**src/pulse_counter_pkg.sv**
```systemverilog
// Shared constants, register map and field layout of the pulse counter.
package pulse_counter_pkg;

  // ----------------------------------------------------------------------
  // Register offsets, relative to the block's base address.
  // ----------------------------------------------------------------------
  localparam int         ADDR_W          = 12;
  localparam logic [11:0] OFS_CONTROL     = 12'h000;
  localparam logic [11:0] OFS_COMMAND     = 12'h004;
  localparam logic [11:0] OFS_STATUS      = 12'h008;
  localparam logic [11:0] OFS_COUNT_VALUE = 12'h00C;
  localparam logic [11:0] OFS_TOP_VALUE   = 12'h010;
  localparam logic [11:0] OFS_TOP_BUFFER  = 12'h014;
  localparam logic [11:0] OFS_IRQ_FLAGS   = 12'h018;
  localparam logic [11:0] OFS_IRQ_FLAG_SET = 12'h01C;
  localparam logic [11:0] OFS_IRQ_FLAG_CLR = 12'h020;
  localparam logic [11:0] OFS_IRQ_ENABLE  = 12'h024;
  localparam logic [11:0] OFS_PIN_ROUTING = 12'h028;
  localparam logic [11:0] OFS_FREEZE      = 12'h02C;
  localparam logic [11:0] OFS_SYNC_BUSY   = 12'h030;

  // ----------------------------------------------------------------------
  // Field positions and widths.
  // ----------------------------------------------------------------------
  localparam int CTRL_W      = 6;
  localparam int CMD_LOAD_CNT = 0;
  localparam int CMD_LOAD_TOP = 1;
  localparam int FLAG_W      = 3;
  localparam int FLAG_UF     = 0;
  localparam int FLAG_OF     = 1;
  localparam int FLAG_DIRCHG = 2;
  localparam int ROUTE_W     = 3;
  localparam int CNT_W       = 16;
  localparam logic [15:0] TOP_RESET = 16'h00FF;
  localparam logic [1:0]  RESP_OKAY   = 2'h0;
  localparam logic [1:0]  RESP_SLVERR = 2'h2;

  // ----------------------------------------------------------------------
  // Timing: filter length, reset release and low-frequency tick.
  // ----------------------------------------------------------------------
  localparam int PULSE_FILTER_EN_LEN       = 5;
  localparam int RELEASE_EDGES  = 2;
  localparam int CLK_HZ         = 125000000;
  localparam int LF_HZ          = 32768;
  localparam int LF_DIV         = CLK_HZ / LF_HZ;

  typedef enum logic [1:0] {
    MODE_DISABLED   = 2'h0,
    MODE_OVS_SINGLE = 2'h1,
    MODE_EXT_SINGLE = 2'h2,
    MODE_QUAD       = 2'h3
  } mode_e;

  typedef struct packed {
    logic  domain_reset_hold;
    logic  pulse_filter_en;
    logic  falling_polarity;
    logic  count_direction;
    mode_e mode;
  } ctrl_s;

endpackage

```
**src/pulse_counter_control_regs.sv**
```systemverilog
// Pulse counter with its control, command and flag registers on AXI4-Lite.
//
// The AXI4-Lite interface to the registers was decided locally.
`timescale 1ns/1ps

module pulse_counter_control_regs #(
  parameter int LF_DIVIDE = pulse_counter_pkg::LF_DIV
) (
  input  wire logic        clk_in,
  input  wire logic        sys_rst_in,
  input  wire logic        primary_input_in,
  input  wire logic        secondary_input_in,
  input  wire logic [31:0] s_axi_awaddr_in,
  input  wire logic        s_axi_awvalid_in,
  output logic             s_axi_awready_out,
  input  wire logic [31:0] s_axi_wdata_in,
  input  wire logic [3:0]  s_axi_wstrb_in,
  input  wire logic        s_axi_wvalid_in,
  output logic             s_axi_wready_out,
  output logic [1:0]       s_axi_bresp_out,
  output logic             s_axi_bvalid_out,
  input  wire logic        s_axi_bready_in,
  input  wire logic [31:0] s_axi_araddr_in,
  input  wire logic        s_axi_arvalid_in,
  output logic             s_axi_arready_out,
  output logic [31:0]      s_axi_rdata_out,
  output logic [1:0]       s_axi_rresp_out,
  output logic             s_axi_rvalid_out,
  input  wire logic        s_axi_rready_in
);

  localparam int AW = pulse_counter_pkg::ADDR_W;
  localparam int CW = pulse_counter_pkg::CNT_W;
  localparam int FW = pulse_counter_pkg::FLAG_W;
  localparam int RW = pulse_counter_pkg::ROUTE_W;
  localparam int TW = pulse_counter_pkg::CTRL_W;

  // The divider counter is 16 bits wide and needs at least two states.
  if (LF_DIVIDE < 2 || LF_DIVIDE > 65535) begin : g_bad_divide
    $error("LF_DIVIDE must lie between 2 and 65535.");
  end

  // ----------------------------------------------------------------------
  // Functions.
  // ----------------------------------------------------------------------
  // Merges a bus write into a word under its byte strobes.
  function automatic logic [31:0] merge(input logic [31:0] old_v,
                                        input logic [31:0] new_v,
                                        input logic [3:0]  strb);
    logic [31:0] r;
    r = old_v;
    for (int i = 0; i < 4; i++) begin
      if (strb[i]) begin
        r[8*i +: 8] = new_v[8*i +: 8];
      end
    end
    return r;
  endfunction

  // Tells whether a relative offset names a register of the map.
  function automatic logic mapped(input logic [AW-1:0] a);
    return (a <= pulse_counter_pkg::OFS_SYNC_BUSY) && (a[1:0] == 2'h0);
  endfunction

  // ----------------------------------------------------------------------
  // Register state.
  // ----------------------------------------------------------------------
  pulse_counter_pkg::ctrl_s ctrl;
  logic [CW-1:0]     top_buffer;
  logic [CW-1:0]     top_value;
  logic [CW-1:0]     count;
  logic [FW-1:0]     irq_flags;
  logic [FW-1:0]     irq_enable;
  logic [pulse_counter_pkg::ROUTE_W-1:0] pin_routing;
  logic              freeze;
  logic              dir_status;
  logic              dom_rst;
  logic [1:0]        release_cnt;

  // ----------------------------------------------------------------------
  // AXI4-Lite write channel.
  // ----------------------------------------------------------------------
  logic [AW-1:0] wr_addr;
  logic [31:0]   wr_data;
  logic [3:0]    wr_strb;
  logic          aw_full;
  logic          w_full;
  logic          wr_fire;
  logic [31:0]   wr_word;

  assign wr_fire = aw_full && w_full && !s_axi_bvalid_out;
  assign wr_word = wr_data & {{8{wr_strb[3]}}, {8{wr_strb[2]}},
                              {8{wr_strb[1]}}, {8{wr_strb[0]}}};

  // Address and data are taken independently, in either order.
  always_ff @(posedge clk_in or posedge sys_rst_in) begin
    if (sys_rst_in) begin
      aw_full           <= 1'b0;
      w_full            <= 1'b0;
      wr_addr           <= '0;
      wr_data           <= '0;
      wr_strb           <= '0;
      s_axi_awready_out <= 1'b0;
      s_axi_wready_out  <= 1'b0;
    end else begin
      if (s_axi_awvalid_in && s_axi_awready_out) begin
        wr_addr           <= s_axi_awaddr_in[AW-1:0];
        aw_full           <= 1'b1;
        s_axi_awready_out <= 1'b0;
      end else if (wr_fire) begin
        aw_full <= 1'b0;
      end else if (!aw_full && !s_axi_bvalid_out) begin
        s_axi_awready_out <= 1'b1;
      end
      if (s_axi_wvalid_in && s_axi_wready_out) begin
        wr_data          <= s_axi_wdata_in;
        wr_strb          <= s_axi_wstrb_in;
        w_full           <= 1'b1;
        s_axi_wready_out <= 1'b0;
      end else if (wr_fire) begin
        w_full <= 1'b0;
      end else if (!w_full && !s_axi_bvalid_out) begin
        s_axi_wready_out <= 1'b1;
      end
    end
  end

  // Write response; unmapped offsets answer with a slave error.
  always_ff @(posedge clk_in or posedge sys_rst_in) begin
    if (sys_rst_in) begin
      s_axi_bvalid_out <= 1'b0;
      s_axi_bresp_out  <= pulse_counter_pkg::RESP_OKAY;
    end else if (wr_fire) begin
      s_axi_bvalid_out <= 1'b1;
      s_axi_bresp_out  <= mapped(wr_addr) ? pulse_counter_pkg::RESP_OKAY
                                          : pulse_counter_pkg::RESP_SLVERR;
    end else if (s_axi_bready_in) begin
      s_axi_bvalid_out <= 1'b0;
    end
  end

  // Decoded single-cycle write strobes.
  logic wr_ctrl;
  logic wr_cmd;
  logic wr_fset;
  logic wr_fclr;
  logic load_count_now;
  logic load_top_now;
  assign wr_ctrl = wr_fire && wr_addr == pulse_counter_pkg::OFS_CONTROL;
  assign wr_cmd  = wr_fire && wr_addr == pulse_counter_pkg::OFS_COMMAND;
  assign wr_fset = wr_fire && wr_addr == pulse_counter_pkg::OFS_IRQ_FLAG_SET;
  assign wr_fclr = wr_fire && wr_addr == pulse_counter_pkg::OFS_IRQ_FLAG_CLR;
  assign load_count_now = wr_cmd && wr_word[pulse_counter_pkg::CMD_LOAD_CNT];
  assign load_top_now   = wr_cmd && wr_word[pulse_counter_pkg::CMD_LOAD_TOP];

  // Plain read-write configuration registers.
  always_ff @(posedge clk_in or posedge sys_rst_in) begin
    if (sys_rst_in) begin
      ctrl        <= '0;
      top_buffer  <= pulse_counter_pkg::TOP_RESET;
      irq_enable  <= '0;
      pin_routing <= '0;
      freeze      <= 1'b0;
    end else if (wr_fire) begin
      unique case (wr_addr)
        pulse_counter_pkg::OFS_CONTROL:
          ctrl <= pulse_counter_pkg::ctrl_s'(
                    TW'(merge(32'(ctrl), wr_data, wr_strb)));
        pulse_counter_pkg::OFS_TOP_BUFFER:
          top_buffer <= CW'(merge(32'(top_buffer), wr_data, wr_strb));
        pulse_counter_pkg::OFS_IRQ_ENABLE:
          irq_enable <= FW'(merge(32'(irq_enable), wr_data, wr_strb));
        pulse_counter_pkg::OFS_PIN_ROUTING:
          pin_routing <= RW'(merge(32'(pin_routing), wr_data, wr_strb));
        pulse_counter_pkg::OFS_FREEZE:
          freeze <= 1'(merge(32'(freeze), wr_data, wr_strb));
        default: ;
      endcase
    end
  end

  // ----------------------------------------------------------------------
  // Input synchronisers and the low-frequency sampling tick.
  // ----------------------------------------------------------------------
  logic [1:0] pri_sync;
  logic [1:0] sec_sync;
  logic       pri_last;
  logic [15:0] lf_div;
  logic       lf_tick;

  // Pins are foreign to clk_in, so two stages come before any use.
  always_ff @(posedge clk_in or posedge sys_rst_in) begin
    if (sys_rst_in) begin
      pri_sync <= '0;
      sec_sync <= '0;
      pri_last <= 1'b0;
    end else begin
      pri_sync <= {pri_sync[0], primary_input_in};
      sec_sync <= {sec_sync[0], secondary_input_in};
      pri_last <= pri_sync[1];
    end
  end

  // Divider standing in for the 32 kHz sampling clock.
  always_ff @(posedge clk_in or posedge sys_rst_in) begin
    if (sys_rst_in) begin
      lf_div  <= '0;
      lf_tick <= 1'b0;
    end else begin
      lf_tick <= (lf_div == 16'(LF_DIVIDE - 1));
      lf_div  <= (lf_div == 16'(LF_DIVIDE - 1)) ? 16'h0000 : lf_div + 16'h0001;
    end
  end

  logic pri_rise;
  logic pri_fall;
  logic ext_mode;
  logic cnt_clk;
  assign pri_rise = pri_sync[1] && !pri_last;
  assign pri_fall = !pri_sync[1] && pri_last;
  assign ext_mode = ctrl.mode[1];
  // The counter domain's own clock: slow tick or primary input rising edges.
  assign cnt_clk  = ext_mode ? pri_rise : lf_tick;

  // ----------------------------------------------------------------------
  // Counter-domain reset with synchronous release.
  // ----------------------------------------------------------------------
  always_ff @(posedge clk_in or posedge sys_rst_in) begin
    if (sys_rst_in) begin
      dom_rst     <= 1'b1;
      release_cnt <= '0;
    end else if (ctrl.domain_reset_hold) begin
      dom_rst     <= 1'b1;
      release_cnt <= '0;
    end else if (dom_rst && cnt_clk) begin
      if (release_cnt == 2'(pulse_counter_pkg::RELEASE_EDGES - 1)) begin
        dom_rst <= 1'b0;
      end
      release_cnt <= release_cnt + 2'h1;
    end
  end

  // ----------------------------------------------------------------------
  // Oversampled path with the optional pulse-width filter.
  // ----------------------------------------------------------------------
  logic       ovs_level;
  logic       ovs_last;
  logic [2:0] pulse_filter_en_cnt;
  logic       pulse_filter_en_on;
  assign pulse_filter_en_on = ctrl.pulse_filter_en &&
                   ctrl.mode == pulse_counter_pkg::MODE_OVS_SINGLE;

  // With the filter on, a new level is accepted only after five equal slow samples.
  always_ff @(posedge clk_in or posedge sys_rst_in) begin
    if (sys_rst_in) begin
      ovs_level <= 1'b0;
      ovs_last  <= 1'b0;
      pulse_filter_en_cnt  <= '0;
    end else if (dom_rst) begin
      ovs_level <= 1'b0;
      ovs_last  <= 1'b0;
      pulse_filter_en_cnt  <= '0;
    end else if (lf_tick) begin
      ovs_last <= ovs_level;
      if (!pulse_filter_en_on) begin
        ovs_level <= pri_sync[1];
        pulse_filter_en_cnt  <= '0;
      end else if (pri_sync[1] == ovs_level) begin
        pulse_filter_en_cnt <= '0;
      end else if (pulse_filter_en_cnt == 3'(pulse_counter_pkg::PULSE_FILTER_EN_LEN - 1)) begin
        ovs_level <= pri_sync[1];
        pulse_filter_en_cnt  <= '0;
      end else begin
        pulse_filter_en_cnt <= pulse_filter_en_cnt + 3'h1;
      end
    end
  end

  // ----------------------------------------------------------------------
  // Step decode for every mode.
  // ----------------------------------------------------------------------
  logic sec_at_edge;
  logic quad_up_edge;
  logic quad_dn_edge;
  logic step;
  logic step_down;

  // The secondary input is sampled on both primary edges.
  always_ff @(posedge clk_in or posedge sys_rst_in) begin
    if (sys_rst_in) begin
      sec_at_edge <= 1'b0;
    end else if (dom_rst) begin
      sec_at_edge <= 1'b0;
    end else if (pri_rise || pri_fall) begin
      sec_at_edge <= sec_sync[1];
    end
  end

  assign quad_up_edge = (pri_rise || pri_fall) && sec_sync[1] && !sec_at_edge;
  assign quad_dn_edge = (pri_rise || pri_fall) && !sec_sync[1] && sec_at_edge;

  always_comb begin
    step      = 1'b0;
    step_down = ctrl.count_direction;
    unique case (ctrl.mode)
      pulse_counter_pkg::MODE_DISABLED: step = 1'b0;
      pulse_counter_pkg::MODE_OVS_SINGLE:
        step = lf_tick && (ctrl.falling_polarity ?
                           (ovs_last && !ovs_level) :
                           (!ovs_last && ovs_level));
      pulse_counter_pkg::MODE_EXT_SINGLE: step = pri_rise;
      pulse_counter_pkg::MODE_QUAD: begin
        // One sampled secondary edge counts; nothing else moves.
        step      = quad_up_edge ^ quad_dn_edge;
        step_down = quad_up_edge ^ ctrl.falling_polarity;
      end
    endcase
    if (dom_rst) begin
      step = 1'b0;
    end
  end

  // ----------------------------------------------------------------------
  // Count, top value and direction status.
  // ----------------------------------------------------------------------
  logic uf_event;
  logic of_event;
  logic dirchg_event;
  assign uf_event = step && step_down && count == '0;
  assign of_event = step && !step_down && count == top_value;
  assign dirchg_event = step && ctrl.mode == pulse_counter_pkg::MODE_QUAD &&
                        step_down != dir_status;

  // Immediate loads win over a step arriving in the same cycle.
  always_ff @(posedge clk_in or posedge sys_rst_in) begin
    if (sys_rst_in) begin
      count      <= '0;
      top_value  <= pulse_counter_pkg::TOP_RESET;
      dir_status <= 1'b0;
    end else if (dom_rst) begin
      count      <= '0;
      top_value  <= pulse_counter_pkg::TOP_RESET;
      dir_status <= 1'b0;
    end else begin
      if (load_top_now) begin
        top_value <= top_buffer;
      end
      if (load_count_now) begin
        count <= top_buffer;
      end else if (uf_event) begin
        count <= top_value;
      end else if (of_event) begin
        count <= '0;
      end else if (step) begin
        count <= step_down ? count - 16'h0001 : count + 16'h0001;
      end
      if (step && ctrl.mode == pulse_counter_pkg::MODE_QUAD) begin
        dir_status <= step_down;
      end
    end
  end

  // Sticky flags: a hardware event beats a clear in the same cycle.
  logic [FW-1:0] hw_set;
  assign hw_set = {dirchg_event, of_event, uf_event};
  always_ff @(posedge clk_in or posedge sys_rst_in) begin
    if (sys_rst_in) begin
      irq_flags <= '0;
    end else begin
      irq_flags <= ((irq_flags & ~({FW{wr_fclr}} & wr_word[FW-1:0]))
                   | hw_set
                   | ({FW{wr_fset}} & wr_word[FW-1:0]));
    end
  end

  // ----------------------------------------------------------------------
  // AXI4-Lite read channel.
  // ----------------------------------------------------------------------
  function automatic logic [31:0] read_word(input logic [AW-1:0] a);
    unique case (a)
      pulse_counter_pkg::OFS_CONTROL:     return 32'(ctrl);
      pulse_counter_pkg::OFS_STATUS:      return 32'(dir_status);
      pulse_counter_pkg::OFS_COUNT_VALUE: return 32'(count);
      pulse_counter_pkg::OFS_TOP_VALUE:   return 32'(top_value);
      pulse_counter_pkg::OFS_TOP_BUFFER:  return 32'(top_buffer);
      pulse_counter_pkg::OFS_IRQ_FLAGS:   return 32'(irq_flags);
      pulse_counter_pkg::OFS_IRQ_ENABLE:  return 32'(irq_enable);
      pulse_counter_pkg::OFS_PIN_ROUTING: return 32'(pin_routing);
      pulse_counter_pkg::OFS_FREEZE:      return 32'(freeze);
      pulse_counter_pkg::OFS_SYNC_BUSY:   return 32'(dom_rst);
      default:                            return 32'h00000000;
    endcase
  endfunction

  // Write-only and unmapped words read as zero.
  always_ff @(posedge clk_in or posedge sys_rst_in) begin
    if (sys_rst_in) begin
      s_axi_arready_out <= 1'b0;
      s_axi_rvalid_out  <= 1'b0;
      s_axi_rdata_out   <= '0;
      s_axi_rresp_out   <= pulse_counter_pkg::RESP_OKAY;
    end else if (s_axi_arvalid_in && s_axi_arready_out) begin
      s_axi_arready_out <= 1'b0;
      s_axi_rvalid_out  <= 1'b1;
      s_axi_rdata_out   <= read_word(s_axi_araddr_in[AW-1:0]);
      s_axi_rresp_out   <= mapped(s_axi_araddr_in[AW-1:0]) ?
                           pulse_counter_pkg::RESP_OKAY :
                           pulse_counter_pkg::RESP_SLVERR;
    end else if (s_axi_rvalid_out) begin
      if (s_axi_rready_in) begin
        s_axi_rvalid_out <= 1'b0;
      end
    end else begin
      s_axi_arready_out <= 1'b1;
    end
  end

  // ----------------------------------------------------------------------
  // Assertions.
  // ----------------------------------------------------------------------
  AST_HOLD_RESETS: assert property (
    @(posedge clk_in) disable iff (sys_rst_in)
    ctrl.domain_reset_hold |=> dom_rst)
    else $error("Counter domain not held in reset.");

  AST_RELEASE_COUNT: assert property (
    @(posedge clk_in) disable iff (sys_rst_in)
    $fell(dom_rst) |->
    $past(release_cnt) == 2'(pulse_counter_pkg::RELEASE_EDGES - 1))
    else $error("Counter domain released after wrong edge count.");

  // A level taken while the filter was still off is no filter decision.
  AST_FILTER_LEN: assert property (
    @(posedge clk_in) disable iff (sys_rst_in)
    (pulse_filter_en_on && $past(pulse_filter_en_on) && !dom_rst && !$past(dom_rst) &&
     $changed(ovs_level))
    |-> $past(pulse_filter_en_cnt) == 3'(pulse_counter_pkg::PULSE_FILTER_EN_LEN - 1))
    else $error("Filtered level changed before five stable samples.");

  // Entering the domain reset clears the count; that is not a count.
  AST_DISABLED: assert property (
    @(posedge clk_in) disable iff (sys_rst_in)
    (ctrl.mode == pulse_counter_pkg::MODE_DISABLED && !wr_cmd && !dom_rst)
    |=> $stable(count))
    else $error("Count moved while disabled.");

  AST_UNDERFLOW: assert property (
    @(posedge clk_in) disable iff (sys_rst_in)
    (uf_event && !load_count_now && !dom_rst)
    |=> count == $past(top_value) && irq_flags[pulse_counter_pkg::FLAG_UF])
    else $error("Underflow did not reload top and set flag.");

  AST_OVERFLOW: assert property (
    @(posedge clk_in) disable iff (sys_rst_in)
    (of_event && !load_count_now && !dom_rst)
    |=> count == '0 && irq_flags[pulse_counter_pkg::FLAG_OF])
    else $error("Overflow did not clear count and set flag.");

  AST_LOAD_TOP: assert property (
    @(posedge clk_in) disable iff (sys_rst_in)
    (load_top_now && !dom_rst) |=> top_value == $past(top_buffer))
    else $error("Top value not loaded from buffer.");

  AST_FLAG_SET: assert property (
    @(posedge clk_in) disable iff (sys_rst_in)
    wr_fset |=> (irq_flags & $past(wr_word[FW-1:0])) ==
                $past(wr_word[FW-1:0]))
    else $error("Flag set write did not set flags.");

  AST_FLAG_CLR: assert property (
    @(posedge clk_in) disable iff (sys_rst_in)
    (wr_fclr && hw_set == '0)
    |=> (irq_flags & $past(wr_word[FW-1:0])) == '0)
    else $error("Flag clear write did not clear flags.");

  AST_QUAD_DIR: assert property (
    @(posedge clk_in) disable iff (sys_rst_in)
    (ctrl.mode == pulse_counter_pkg::MODE_QUAD && step)
    |=> dir_status == ($past(quad_up_edge) ^ $past(ctrl.falling_polarity)))
    else $error("Quadrature direction mis-decoded.");

endmodule

```
**config.mk**
```make
export PLATFORM = sky130hd
export DESIGN_NAME = pulse_counter_control_regs
export DESIGN_NICKNAME = d
export VERILOG_FILES = /design/src/pulse_counter_pkg.sv /design/src/pulse_counter_control_regs.sv
export SDC_FILE = /design/constraint.sdc
export NUM_CORES = 1
export LEC_CHECK = 0
export ABC_CLOCK_PERIOD_IN_PS = 6800
export BUFFER_PORTS_ARGS = -buffer_cell sky130_fd_sc_hd__buf_2
export CORE_MARGIN = 3
export CORE_UTILIZATION = 45
export CTS_BUF_LIST = sky130_fd_sc_hd__clkbuf_2
export CTS_CLUSTER_DIAMETER = 50
export CTS_CLUSTER_SIZE = 25
export DETAILED_ROUTE_END_ITERATION = 8
export PLACE_DENSITY = 0.75
export SLEW_MARGIN = 30
export SYNTH_ARGS = -nofsm -noshare
export SYNTH_HDL_FRONTEND = slang
export SYNTH_SLANG_ARGS = --single-unit
```
**constraint.sdc**
```tcl
create_clock -name clk_in -period 6.8 [get_ports clk_in]
set_clock_uncertainty 0.15 [all_clocks]
set_input_delay 1.36 -clock clk_in [delete_from_list [all_inputs] [get_ports clk_in]]
set_output_delay 1.36 -clock clk_in [all_outputs]
set_load 0.01 [all_outputs]
```
# After elaboration in Yosys (flattened, before gate mapping)
# Index checks and enable logic that the tools add are counted.
[op_classes] add_sub_neg=5 magnitude_cmp=2 n_eq_ne=30 n_mux=54 bitwise=9 n_reduce_logical=70
[ops] cell="$pmux W16 S10" n=1
[ops] cell="$mux W16" n=9
[ops] cell="$eq A12 B6 Y1 const B" n=8
[ops] cell="$eq A12 B5 Y1 const B" n=5
[ops] cell="$mux W1" n=34
[ops] cell="$add A16 B1 Y16 const B" n=2
[ops] cell="$logic_and A1 B1 Y1" n=31
[ops] cell="$eq A12 B4 Y1 const B" n=2
[ops] cell="$le A12 B6 Y1 const B" n=2
[ops] cell="$logic_not A12 Y1" n=2
[ops] cell="$reduce_bool A2 Y1" n=11
[ops] cell="$reduce_and A3 Y1" n=7
[ops] cell="$eq A16 B12 Y1 const B" n=1
[ops] cell="$eq A16 B16 Y1" n=1
[ops] cell="$logic_not A16 Y1" n=1
[ops] cell="$sub A16 B1 Y16 const B" n=1
[ops] cell="$mux W3" n=5
[ops] cell="$and A3 B3 Y3" n=4
[ops] cell="$eq A12 B3 Y1 const B" n=1
[ops] cell="$logic_not A1 Y1" n=10
[ops] cell="$mux W2" n=4
[ops] cell="$logic_not A2 Y1" n=3
[ops] cell="$ne A2 B1 Y1 const B" n=3
[ops] cell="$or A3 B3 Y3" n=2
[ops] cell="other kinds (15)" n=20
[word_totals] regBits=169 inputBits=109 output_inout_bits=41 word_cells=208

# Depth between registers and ports, before layout
# Gate-level depths: netlist of the first run.
[depth] word_depth=14 mapped_depth=13

# Worst setup path after synthesis of the first run
# No wires, ideal clock.
[synth_timing] kind="reg-to-reg" from="register pri_sync[1]" to="register count[10]" setup_ns=0.137 arrival_ns=3.628 required_time_ns=6.513 slack_ns=2.885 path_stages_with_launch=13 period_less_slack_ns=3.915 path_cell_list="dfrtp_1 -> ha_1 -> nor3b_1 -> mux2_2 -> nand2_1 -> ha_1 -> a21o_1 -> a21o_1 -> a211oi_1 -> a211oi_1 -> xor2_1 -> a221oi_1 -> nor4_2"
[synth_between] elab_chain_len=14
[synth_lines] item="start, declared" line="pulse_counter_control_regs.sv:185" rtl="logic [1:0] pri_sync;"
[synth_lines] item="start signal, assigned" line="pulse_counter_control_regs.sv:198" rtl="pri_sync <= {pri_sync[0], primary_input_in};"
[synth_lines] item="$logic_not A1 Y1" line="pulse_counter_control_regs.sv:220" rtl="assign pri_fall = !pri_sync[1] && pri_last;"
[synth_lines] item="$logic_and A1 B1 Y1" line="pulse_counter_control_regs.sv:220"
[synth_lines] item="$logic_or A1 B1 Y1" line="pulse_counter_control_regs.sv:299, pulse_counter_control_regs.sv:300"
[synth_lines] item="$logic_and A1 B1 Y1, on equally long branches (2 in series)" line="pulse_counter_control_regs.sv:299, pulse_counter_control_regs.sv:300"
[synth_lines] item="$xor A1 B1 Y1, on equally long branches" line="pulse_counter_control_regs.sv:314, pulse_counter_control_regs.sv:315"
[synth_lines] item="$pmux W1 S4 or $mux W1 (tied branches)" line="pulse_counter_control_regs.sv:305" rtl="unique case (ctrl.mode)"
[synth_lines] item="$mux W1 or $logic_not A1 Y1 (tied branches)" line="pulse_counter_control_regs.sv:318, pulse_counter_control_regs.sv:330"
[synth_lines] item="$logic_and A1 B1 Y1 (2 in series)" line="pulse_counter_control_regs.sv:330" rtl="assign of_event = step && !step_down && count == top_value;"
[synth_lines] item="$mux W16" line="pulse_counter_control_regs.sv:352" rtl="end else if (of_event) begin"
[synth_lines] item="$mux W16" line="pulse_counter_control_regs.sv:350" rtl="end else if (uf_event) begin"
[synth_lines] item="$mux W16" line="pulse_counter_control_regs.sv:348" rtl="if (load_count_now) begin"
[synth_lines] item="$mux W16" line="pulse_counter_control_regs.sv:340" rtl="end else if (dom_rst) begin"
[synth_lines] item="end signal, assigned" line="pulse_counter_control_regs.sv:349" rtl="count <= top_buffer;"
[synth_lines] item="end signal, assigned" line="pulse_counter_control_regs.sv:351" rtl="count <= top_value;"
[synth_lines] item="end signal, assigned" line="pulse_counter_control_regs.sv:355" rtl="count <= step_down ? count - 16'h0001 : count + 16'h0001;"
[synth_lines] item="end, declared" line="pulse_counter_control_regs.sv:71" rtl="logic [CW-1:0] count;"
# Parallel ways exist; a longest one is shown, timed or not. The select of a mux whose other input is x is not followed.
# A chain may end at the register's enable or synchronous reset.

# Final worst setup path of the first run
# Same ends and word-level chain as after synthesis.

==> results.py, run 1 <==
metrics = {
    "final_layout": {
        "nFillCells": 1602,
        "diodes": 0,
        "layout-drive-gt1-share": 0.237,
        "nets": 977,
        "final_cell_area_mm2": 0.00875,
        "final_util": 0.502,
        "area_growth_pct": 8.57,
    },
    "floorplanning": {
        "core_mm2": 0.0174,
        "die_w_um": 140,
        "rows": 48,
        "ios": 150,
        "die_area_mm2": 0.0195,
        "start_util": 0.463,
        "fp.dieH_um": 140,
    },
    "logic_synthesis": {
        "synth_cells": 781,
        "synthArstFlopShare": 1.00,
        "seq_area_frac_synth": 0.472,
        "synth.avg_cell_area_um2": 10.3,
        "yosysUniqueCellTypes": 67,
        "synth-seq-cells": 151,
        "ys_warn_count": 0,
        "synth_top_area_cell": "dfrtp_1",
        "netlist_area_mm2": 0.00806,
        "yosys-top-cells-area": "dfrtp_1, mux2_2, dfstp_2, nand2_1, ha_1",
        "ys.flop_type": "dfrtp_1",
        "yosysTopAreaCellShare": 0.416,
        "synth_edf_count": 0,
    },
    "power_and_ir_drop": {
        "p_per_area_mw_per_mm2": 241,
        "power.leakage_nw": 4.13,
        "ir_drop_v": 0.000236,
    },
    "clock_tree": {
        "cts-root-buf": "clkbuf_2",
        "cts-htree-levels": 4,
        "cts_resized": 0,
        "clk_path_buf_depth": 2,
        "clk_pin_slew_ns": 0.24,
        "cts_setup_buffers": 0,
        "insertion_delay_ns": 0.73,
        "cts.sinks": 151,
        "cts_tree": "yes",
        "cts_hold_buf": 0,
        "cts_inserted_buffers": 17,
    },
    "critical_path": {
        "cp_top_family": "compound AO/OA/AOI/OAI gates",
        "critPathMaxStageDelay_ns": 0.62,
        "crit_type": "flip-flop to flip-flop",
        "critPathArrivalTime_ns": 5.09,
        "critPathSlowestCell": "nand2_1",
        "crit_path_end_kind": "flip-flop",
        "startpoint_type": "flip-flop",
        "cp_max_fo": 20,
        "worstPathRequired_ns": 7.24,
        "path_buf_inv": 0,
        "cp_cell_sequence": "ha_1 > nor3b_1 > mux2_2 > nand2_1 > ha_1 > a21o_1 > a21o_1 > a211oi_1 > a211oi_1 > xor2_1 > a221oi_1 > nor4_2",
    },
    "sta": {
        "slew_viol_final": 0,
        "min_period_over_period": 0.683,
        "finalHoldViolations": 0,
        "grt_setup_unrepaired": "no",
        "max_slew_margin": 0.394,
        "min_period_ns": 4.65,
        "tns_ns": 0,
        "setup_viol": 0,
        "fmax_ghz": 0.215,
        "worst_slew_pin_slew_ns": 0.907,
    },
    "place": {
        "dpl.hpwl_um": 13200,
        "portBuffers": 73,
        "gp_congestion": 0.907,
        "placed_cell_area_mm2": 0.00853,
    },
    "job": {
        "drv_cap": 0,
    },
    "grt": {
        "grt_max_degree": 98,
        "gr-usage-all-layers": 0.193,
        "grt_pass1_vias": 6115,
        "grt.overflow.total": 0,
        "antenna_found_initial": 0,
        "grt_first_pass_wirelength_um": 30900,
    },
    "detailed_routing": {
        "wl_um": 18600,
        "wl_per_cell_um": 17.2,
        "vias": 6207,
        "dr.pass1.iters": 6,
        "drc_errors": 0,
        "dr.first_iter.drc_count": 643,
        "ant_nets": 0,
        "via_per_inst": 5.74,
    },
    "outcome": {
        "outcome": "completed",
    },
    "hold_path": {
        "worstHoldPathType": "flip-flop to flip-flop",
    },
}
## cell type report
class                      instances  area (um2)  share of cell area
multi-input combinational        582        3990               0.457
sequential                       151        3800               0.434
timing repair buffer              77         395              0.0452
tap                              225         282              0.0322
clock inverter                    14         125              0.0143
clock buffer                      18        90.1              0.0103
inverter                          15        61.3             0.00701
## cell usage in the layout, fill, tap and decap left out, types with 16 or more instances in the layout
| cell | synthesis | layout |
|---|---|---|
| a21oi_1 | 32 | 32 |
| buf_2 | 6 | 73 |
| clkbuf_2 | 0 | 18 |
| conb_1 | 1 | 18 |
| dfrtp_1 | 134 | 134 |
| dfstp_2 | 17 | 17 |
| ha_1 | 23 | 23 |
| mux2_2 | 63 | 63 |
| nand2_1 | 89 | 88 |
| nand3_1 | 25 | 25 |
| nor2_1 | 58 | 58 |
| nor3_1 | 17 | 16 |
| nor4_1 | 18 | 18 |
| o21ai_0 | 39 | 39 |
| xnor2_1 | 17 | 17 |
| xor2_1 | 31 | 31 |
## Yosys cell counts, drive strengths merged (6+ instances only)
library cell,instances
inv,15
dfrtp,134
nor2,58
nand4,9
a221oi,8
dfstp,17
a22oi,6
nor4,22
a222oi,10
nand2,90
nand3,25
a31oi,6
xor2,31
a211oi,8
and2,6
a21o,9
xnor2,17
ha,23
nor3,18
mux2,63
a221o,10
buf,27
a21oi,33
or3,7
clkbuf,23
nor2b,7
o21ai,41
## metrics by stage
step                      power [mW]  worst slack, ns  hold slack, ns  cells
after global placement          1.63             2.33           0.186   1050
after CTS                       2.12             2.20           0.233   1082
final                           2.11             2.15           0.230   1082
after global routing            2.23             1.94           0.239   1082
after detailed placement        1.65             2.26           0.187   1050
after floorplan                 1.51             1.25           0.181    798
## state kept, by name, indices dropped and copies added (netlist names), 2 cells and up
| signal | flops |
|---|---|
| top_buffer | 16 |
| irq_enable | 3 |
| wr_addr | 12 |
| pri_sync | 2 |
| sec_sync | 2 |
| pulse_filter_en_cnt | 3 |
| top_value | 16 |
| s_axi_rdata_out | 16 |
| ctrl | 6 |
| wr_data | 16 |
| pin_routing | 3 |
| lf_div | 16 |
| count | 16 |
| release_cnt | 2 |
| wr_strb | 2 |
| irq_flags | 3 |
## worst register-to-register path: cells and delay by family (launching register included)
kind,cells,cell delay [ns]
AOI/OAI and AO/OA,5,1.43
xor gates and xnor gates,1,0.20
muxes,1,0.45
and+or+nand+nor,3,1.06
adders and majority gates,2,0.73
DFF,1,0.48
## routing by layer
metal / vias to the layer above / part of all wire / global-route usage
li1: 2942 / - / -
met5: - / 0 / 0
met1: 2974 / 0.44 / 0.268
met2: 244 / 0.45 / 0.300
met3: 47 / 0.083 / 0.0454
met4: 0 / 0.025 / 0.0617
## cell families after synthesis
group,Yosys count,synth area share
AND/OR/NAND/NOR,268,0.166
AO/OA/AOI/OAI,156,0.135
flip-flops,151,0.472
multiplexers,68,0.0943
buffers and inverters,65,0.0415
XOR/XNOR,48,0.0522
adder cells (fa/ha/maj),24,0.0382
other,1,0.000465
## path summary, 6_finish.rpt
kind,from,to,slack (ns),cells past startpoint
max,pri_sync[1]$_DFF_PP0_,count[10]$_DFFE_PP0P_,2.15,12
min,sec_sync[0]$_DFF_PP0_,sec_sync[1]$_DFF_PP0_,0.23,0
max reg2reg,pri_sync[1]$_DFF_PP0_,count[10]$_DFFE_PP0P_,2.15,12
min reg2reg,sec_sync[0]$_DFF_PP0_,sec_sync[1]$_DFF_PP0_,0.23,0
max in group asynchronous,sys_rst_in,top_value[9]$_DFFE_PP0P_,4.63,3
min in group asynchronous,sys_rst_in,wr_data[1]$_DFFE_PP0P_,0.62,2
## where the power goes
| group | leakage [nW] | internal (mW) | switching [mW] |
|---|---|---|---|
| clock network | 0.130 | 0.137 | 0.340 |
| logic | 2.07 | 0.185 | 0.198 |
| registers | 1.93 | 1.06 | 0.184 |
Power figures use the tool's default switching activity.
==> run 2, diff against run 1 <==
- ABC_AREA: not set -> 1
- ABC_CLOCK_PERIOD_IN_PS: 6800 -> 4400
- PLACE_DENSITY: 0.75 -> 0.74
- clock period: 6.8 -> 4.4 ns (I/O delays scaled with it)
==> results.py, run 2 <==
metrics = {
    "clock_tree": {
        "clk_pin_slew_ns": 0.21,
        "cts-root-buf": "clkbuf_2",
        "cts.sinks": 151,
        "cts_tree": "yes",
        "cts_inserted_buffers": 17,
        "insertion_delay_ns": 0.73,
        "cts_setup_buffers": 0,
        "cts-htree-levels": 4,
        "clk_path_buf_depth": 2,
    },
    "sta": {
        "min_period_ns": 3.32,
        "slew_viol_final": 0,
        "worst_slew_pin_slew_ns": 0.758,
        "whs_ns": 0.0866,
        "fmax_ghz": 0.301,
        "finalHoldViolations": 0,
        "grt_setup_unrepaired": "no",
        "max_slew_margin": 0.492,
        "tns_ns": 0,
        "setup_viol": 0,
        "min_period_over_period": 0.755,
    },
    "final_layout": {
        "nets": 1336,
        "final_cell_area_mm2": 0.00938,
        "layout_commonest_cell": "nand2_1",
        "nFillCells": 1807,
        "seq_area_mm2": 0.00380,
        "diodes": 0,
        "layout-drive-gt1-share": 0.135,
        "multiInputGateArea_mm2": 0.00400,
        "mostFrequentLayoutCells": "nand2_1, inv_1, dfrtp_1",
        "area_growth_pct": 8.94,
    },
    "job": {
        "drv_cap": 0,
    },
    "grt": {
        "antenna_found_initial": 0,
        "grt_pass1_vias": 7113,
        "grt.overflow.total": 0,
        "grt_first_pass_wirelength_um": 34700,
        "gr-usage-all-layers": 0.206,
        "grt_max_degree": 56,
    },
    "outcome": {
        "outcome": "completed",
    },
    "logic_synthesis": {
        "yosysUniqueCellTypes": 52,
        "synth.avg_cell_area_um2": 7.64,
        "ys.flop_type": "dfrtp_1",
        "seq_area_frac_synth": 0.442,
        "synth.most_common_cell": "nand2_1",
        "synth_common_cells": "nand2_1, inv_1, dfrtp_1, nand3_1, o21ai_0",
        "yosys-top-cells-area": "dfrtp_1, nand2_1, inv_1, dfstp_2, nand3_1",
        "synth_edf_count": 0,
        "ys_warn_count": 0,
        "netlist_area_mm2": 0.00861,
        "synth-seq-cells": 151,
        "yosysTopAreaCellShare": 0.390,
        "synthArstFlopShare": 1.00,
        "synth_top_area_cell": "dfrtp_1",
        "synth_cells": 1127,
    },
    "floorplanning": {
        "start_util": 0.468,
        "ios": 150,
        "die_w_um": 144,
        "fp.dieH_um": 144,
        "rows": 49,
        "core_mm2": 0.0184,
        "die_area_mm2": 0.0208,
    },
    "detailed_routing": {
        "vias": 7583,
        "ant_nets": 0,
        "dr.first_iter.drc_count": 657,
        "via_per_inst": 5.25,
        "wl_per_cell_um": 14.2,
        "wl_um": 20600,
        "drc_errors": 0,
        "dr.pass1.iters": 5,
    },
    "critical_path": {
        "crit_type": "flip-flop to flip-flop",
        "startpoint_type": "flip-flop",
        "crit_path_end_kind": "flip-flop",
        "worstPathRequired_ns": 4.89,
        "cp_max_fo": 22,
        "critPathArrivalTime_ns": 3.81,
    },
    "power_and_ir_drop": {
        "power.leakage_nw": 4.81,
        "ir_drop_v": 0.000309,
        "power_mw": 3.93,
        "p_per_area_mw_per_mm2": 419,
    },
    "place": {
        "gp_congestion": 0.877,
        "portBuffers": 73,
        "dpl.hpwl_um": 15300,
        "placed_cell_area_mm2": 0.00914,
    },
    "hold_path": {
        "worstHoldPathType": "input pin to flip-flop",
    },
}
[run 2: cell count changes after synthesis, sizes merged, moves of 21 or more]
cell,before,now
mux2,63,0
o21ai,41,82
nand3,25,90
nor2,58,79
xor2,31,7
nand4,9,36
nor4,22,1
inv,15,158
nand2,90,341
[run 2: cell type report]
type	instances	share of cell area
clock inverter	13	0.0139
inverter	161	0.0649
tap	229	0.0306
clock buffer	19	0.0101
multi-input combinational	790	0.426
timing repair buffer	82	0.0491
sequential	151	0.405
[run 2: report_power, final]
group | switching (mW) | internal [mW] | leakage [nW]
logic | 0.854 | 0.418 | 2.74
clock network | 0.498 | 0.260 | 0.132
registers | 0.225 | 1.67 | 1.94
total | 1.58 | 2.35 | 4.81
[run 2: path summary, 6_finish.rpt]
check	start	endpoint	slack, ns	cells past startpoint
max reg2reg	pri_sync[1]$_DFF_PP0_	count[15]$_DFFE_PP0P_	1.08	17
min	secondary_input_in	sec_sync[0]$_DFF_PP0_	0.09	1
min reg2reg	pri_sync[0]$_DFF_PP0_	pri_sync[1]$_DFF_PP0_	0.23	0
max	pri_sync[1]$_DFF_PP0_	count[15]$_DFFE_PP0P_	1.08	17
max in group asynchronous	sys_rst_in	top_value[4]$_DFFE_PP1P_	2.86	4
min in group asynchronous	sys_rst_in	wr_addr[8]$_DFFE_PP0P_	0.49	3
[run 2: layer usage]
layer | share of wire | wire length [um] | GRT usage | up-vias
met3 | 0.072 | 1480 | 0.0380 | 43
met2 | 0.45 | 9230 | 0.319 | 268
met4 | 0.022 | 459 | 0.0702 | 0
met5 | 0 | 0 | 0 | -
li1 | - | - | - | 3788
met1 | 0.46 | 9400 | 0.293 | 3484
[run 2: repair_timing]
action	4_1_cts	5_1_grt
resized for setup	0	0
hold endpoints to repair	12	0
hold buffers	1	0
[run 2: critical path: stages (launching register included)]
cell	delay, ns
dfrtp_1	0.48
ha_1	0.34
inv_1	0.11
nand3_1	0.10
nand2_1	0.07
nand3_1	0.12
nand2_2	0.40
ha_1	0.39
a21oi_1	0.33
nand2_1	0.10
nand2_1	0.07
nand2_1	0.08
a21oi_1	0.14
nand2_1	0.07
nand4_1	0.10
nand2_1	0.07
nand2_1	0.06
nand2_1	0.04
[run 2: cells by family after synthesis]
| logic type | count (synthesis) | share of synthesized area |
|---|---|---|
| AO/OA/AOI/OAI | 164 | 0.113 |
| flip-flops | 151 | 0.442 |
| buffers and inverters | 203 | 0.102 |
| adder cells (fa/ha/maj) | 24 | 0.0358 |
| AND/OR/NAND/NOR | 570 | 0.294 |
| other | 1 | 0.000436 |
| XOR/XNOR | 14 | 0.0142 |
[run 2: metrics by stage]
stage	util	setup slack, ns	std cells
floorplan	-	1.48	1144
global placement	0.496	1.16	1411
detailed placement	0.497	1.14	1412
CTS	0.510	1.08	1445
global route	0.510	0.752	1445
finish	0.510	1.08	1445
==> run 3, diff against run 2 <==
- ABC_CLOCK_PERIOD_IN_PS: 4400 -> 2700
- PLACE_DENSITY: 0.74 -> 0.77
- clock period: 4.4 -> 2.7 ns (I/O delays scaled with it)
==> results.py, run 3 (synthesized netlist as in run 2, its figures left out) <==
metrics = {
    "outcome": {
        "outcome": "complete, but fails checks",
        "violations": "setup timing",
    },
    "grt": {
        "antenna_found_initial": 1,
        "grt_max_degree": 54,
        "grt.overflow.total": 0,
        "grt_pass1_vias": 8147,
        "grt_first_pass_wirelength_um": 39200,
        "gr-usage-all-layers": 0.235,
    },
    "detailed_routing": {
        "dr.first_iter.drc_count": 471,
        "wl_per_cell_um": 15.4,
        "vias": 8267,
        "ant_nets": 0,
        "wl_um": 23700,
        "drc_errors": 0,
        "via_per_inst": 5.35,
        "dr.pass1.iters": 5,
    },
    "clock_tree": {
        "cts-root-buf": "clkbuf_2",
        "insertion_delay_ns": 0.74,
        "cts-htree-levels": 4,
        "cts.sinks": 151,
        "cts_inserted_buffers": 17,
        "cts_tree": "yes",
        "clk_path_buf_depth": 2,
        "clk_pin_slew_ns": 0.22,
    },
    "power_and_ir_drop": {
        "p_per_area_mw_per_mm2": 660,
        "power_mw": 6.99,
        "power.leakage_nw": 5.29,
        "ir_drop_v": 0.000526,
    },
    "critical_path": {
        "crit_type": "flip-flop to flip-flop",
        "cp_max_fo": 9,
        "rr_endpoint": "count[12]$_DFFE_PP0P_",
        "r2r_cells": 16,
        "worstPathRequired_ns": 3.24,
        "startpoint_type": "flip-flop",
        "critPathArrivalTime_ns": 3.35,
        "crit_path_end_kind": "flip-flop",
        "rr_startpoint": "pri_sync[1]$_DFF_PP0_",
        "rrSetupSlack_ns": -0.10,
    },
    "sta": {
        "fmax_ghz": 0.357,
        "min_period_over_period": 1.04,
        "max_slew_margin": 0.576,
        "slew_viol_final": 0,
        "setup_viol": 8,
        "min_period_ns": 2.80,
        "worst_slack_ns": -0.105,
        "worst_slew_pin_slew_ns": 0.634,
        "grt_setup_unrepaired": "yes",
        "finalHoldViolations": 0,
    },
    "final_layout": {
        "final_cell_area_mm2": 0.0106,
        "seq_area_mm2": 0.00380,
        "nFillCells": 1554,
        "layout-drive-gt1-share": 0.198,
        "area_growth_pct": 23.2,
        "nets": 1435,
        "layout_commonest_cell": "nand2_1",
        "mostFrequentLayoutCells": "nand2_1, inv_1, dfrtp_1",
        "multiInputGateArea_mm2": 0.00431,
    },
    "place": {
        "placed_cell_area_mm2": 0.00948,
        "gp_congestion": 0.967,
        "portBuffers": 73,
        "dpl.hpwl_um": 15900,
    },
    "floorplanning": {
        "ios": 150,
        "die_area_mm2": 0.0208,
        "core_mm2": 0.0184,
        "start_util": 0.468,
        "rows": 49,
        "fp.dieH_um": 144,
        "die_w_um": 144,
    },
    "hold_path": {
        "min_to": "s_axi_rresp_out[1]$_DFFE_PP0P_",
        "worstHoldPathType": "input pin to flip-flop",
        "worstHoldStart": "s_axi_araddr_in[5]",
        "hold_depth": 5,
    },
    "job": {
        "drv_cap": 0,
    },
}
run 3: cell count changes in the layout (fill, tap and decap cells not counted), sizes merged:
cell,change
dlygate4sd3,+50
buf,+47
clkinvlp,-3
clkinv,+2
diode,+2
nand2,+2
bufinv,+1
clkbuf,+1
inv,-1
run 3: metal layers:
| layer | up-vias | GRT usage | share of wire |
|---|---|---|---|
| met5 | - | 0 | 0 |
| li1 | 3988 | - | - |
| met2 | 308 | 0.403 | 0.50 |
| met1 | 3914 | 0.297 | 0.41 |
| met3 | 57 | 0.0456 | 0.062 |
| met4 | 0 | 0.0849 | 0.028 |
run 3: through the flow:
| stage | setup slack (ns) | setup TNS (ns) | hold slack, ns | utilization | cells |
|---|---|---|---|---|---|
| floorplan | 0.0298 | 0 | 0.181 | - | 1144 |
| global placement | -0.115 | -0.754 | 0.197 | 0.515 | 1455 |
| detailed placement | -0.174 | -1.48 | 0.196 | 0.515 | 1455 |
| CTS | -0.0172 | -0.0374 | 0.0193 | 0.568 | 1541 |
| global route | -0.286 | -2.41 | 0.0112 | 0.576 | 1545 |
| finish | -0.105 | -0.511 | 0.0644 | 0.576 | 1546 |
run 3: worst max path at each step:
stage                               start               endpoint  slack [ns]  cells after the start
floorplan           pri_sync[1]$_DFF_PP0_  count[10]$_DFFE_PP0P_        0.03                     18
global placement    pri_sync[1]$_DFF_PP0_   count[7]$_DFFE_PP0P_       -0.11                     17
detailed placement  pri_sync[1]$_DFF_PP0_   count[9]$_DFFE_PP0P_       -0.17                     19
CTS                 pri_sync[1]$_DFF_PP0_  count[14]$_DFFE_PP0P_       -0.02                     17
global route           pri_last$_DFF_PP0_  count[15]$_DFFE_PP0P_       -0.29                     18
finish              pri_sync[1]$_DFF_PP0_  count[12]$_DFFE_PP0P_       -0.10                     16
run 3: worst max-delay path, cell delays in order (launching register included):
cell	delay (ns)
dfrtp_1	0.46
ha_4	0.30
inv_4	0.05
nand4_1	0.14
nand3_4	0.19
nand2_8	0.19
ha_2	0.32
a21oi_2	0.20
buf_4	0.14
o21ai_0	0.07
nand2_1	0.11
nand3_1	0.08
nand2_1	0.07
nand4_1	0.10
nand2_1	0.09
nand2_1	0.05
nand2_1	0.06
run 3: layout make-up:
type,count,area share
Multi-Input combinational cell,792,0.407
Sequential cell,151,0.359
Timing Repair Buffer,179,0.126
Inverter,161,0.0576
Tap cell,229,0.0270
Clock inverter,12,0.0143
Clock buffer,20,0.00944
Antenna cell,2,0.000472
run 3: what timing repair did:
item                                   4_1_cts  5_1_grt
setup endpoints to repair                   12       12
resized for setup                           29       28
gates cloned                                 2        0
endpoints found under the hold margin       53        0
pin swaps                                    6        5
hold buffers                                51        0
buffers inserted                             1        3
run 3: report_power, final:
| part | internal [mW] | switching (mW) |
|---|---|---|
| Combinational | 0.976 | 1.52 |
| Sequential | 2.73 | 0.411 |
| Clock | 0.527 | 0.829 |
| Total | 4.23 | 2.76 |
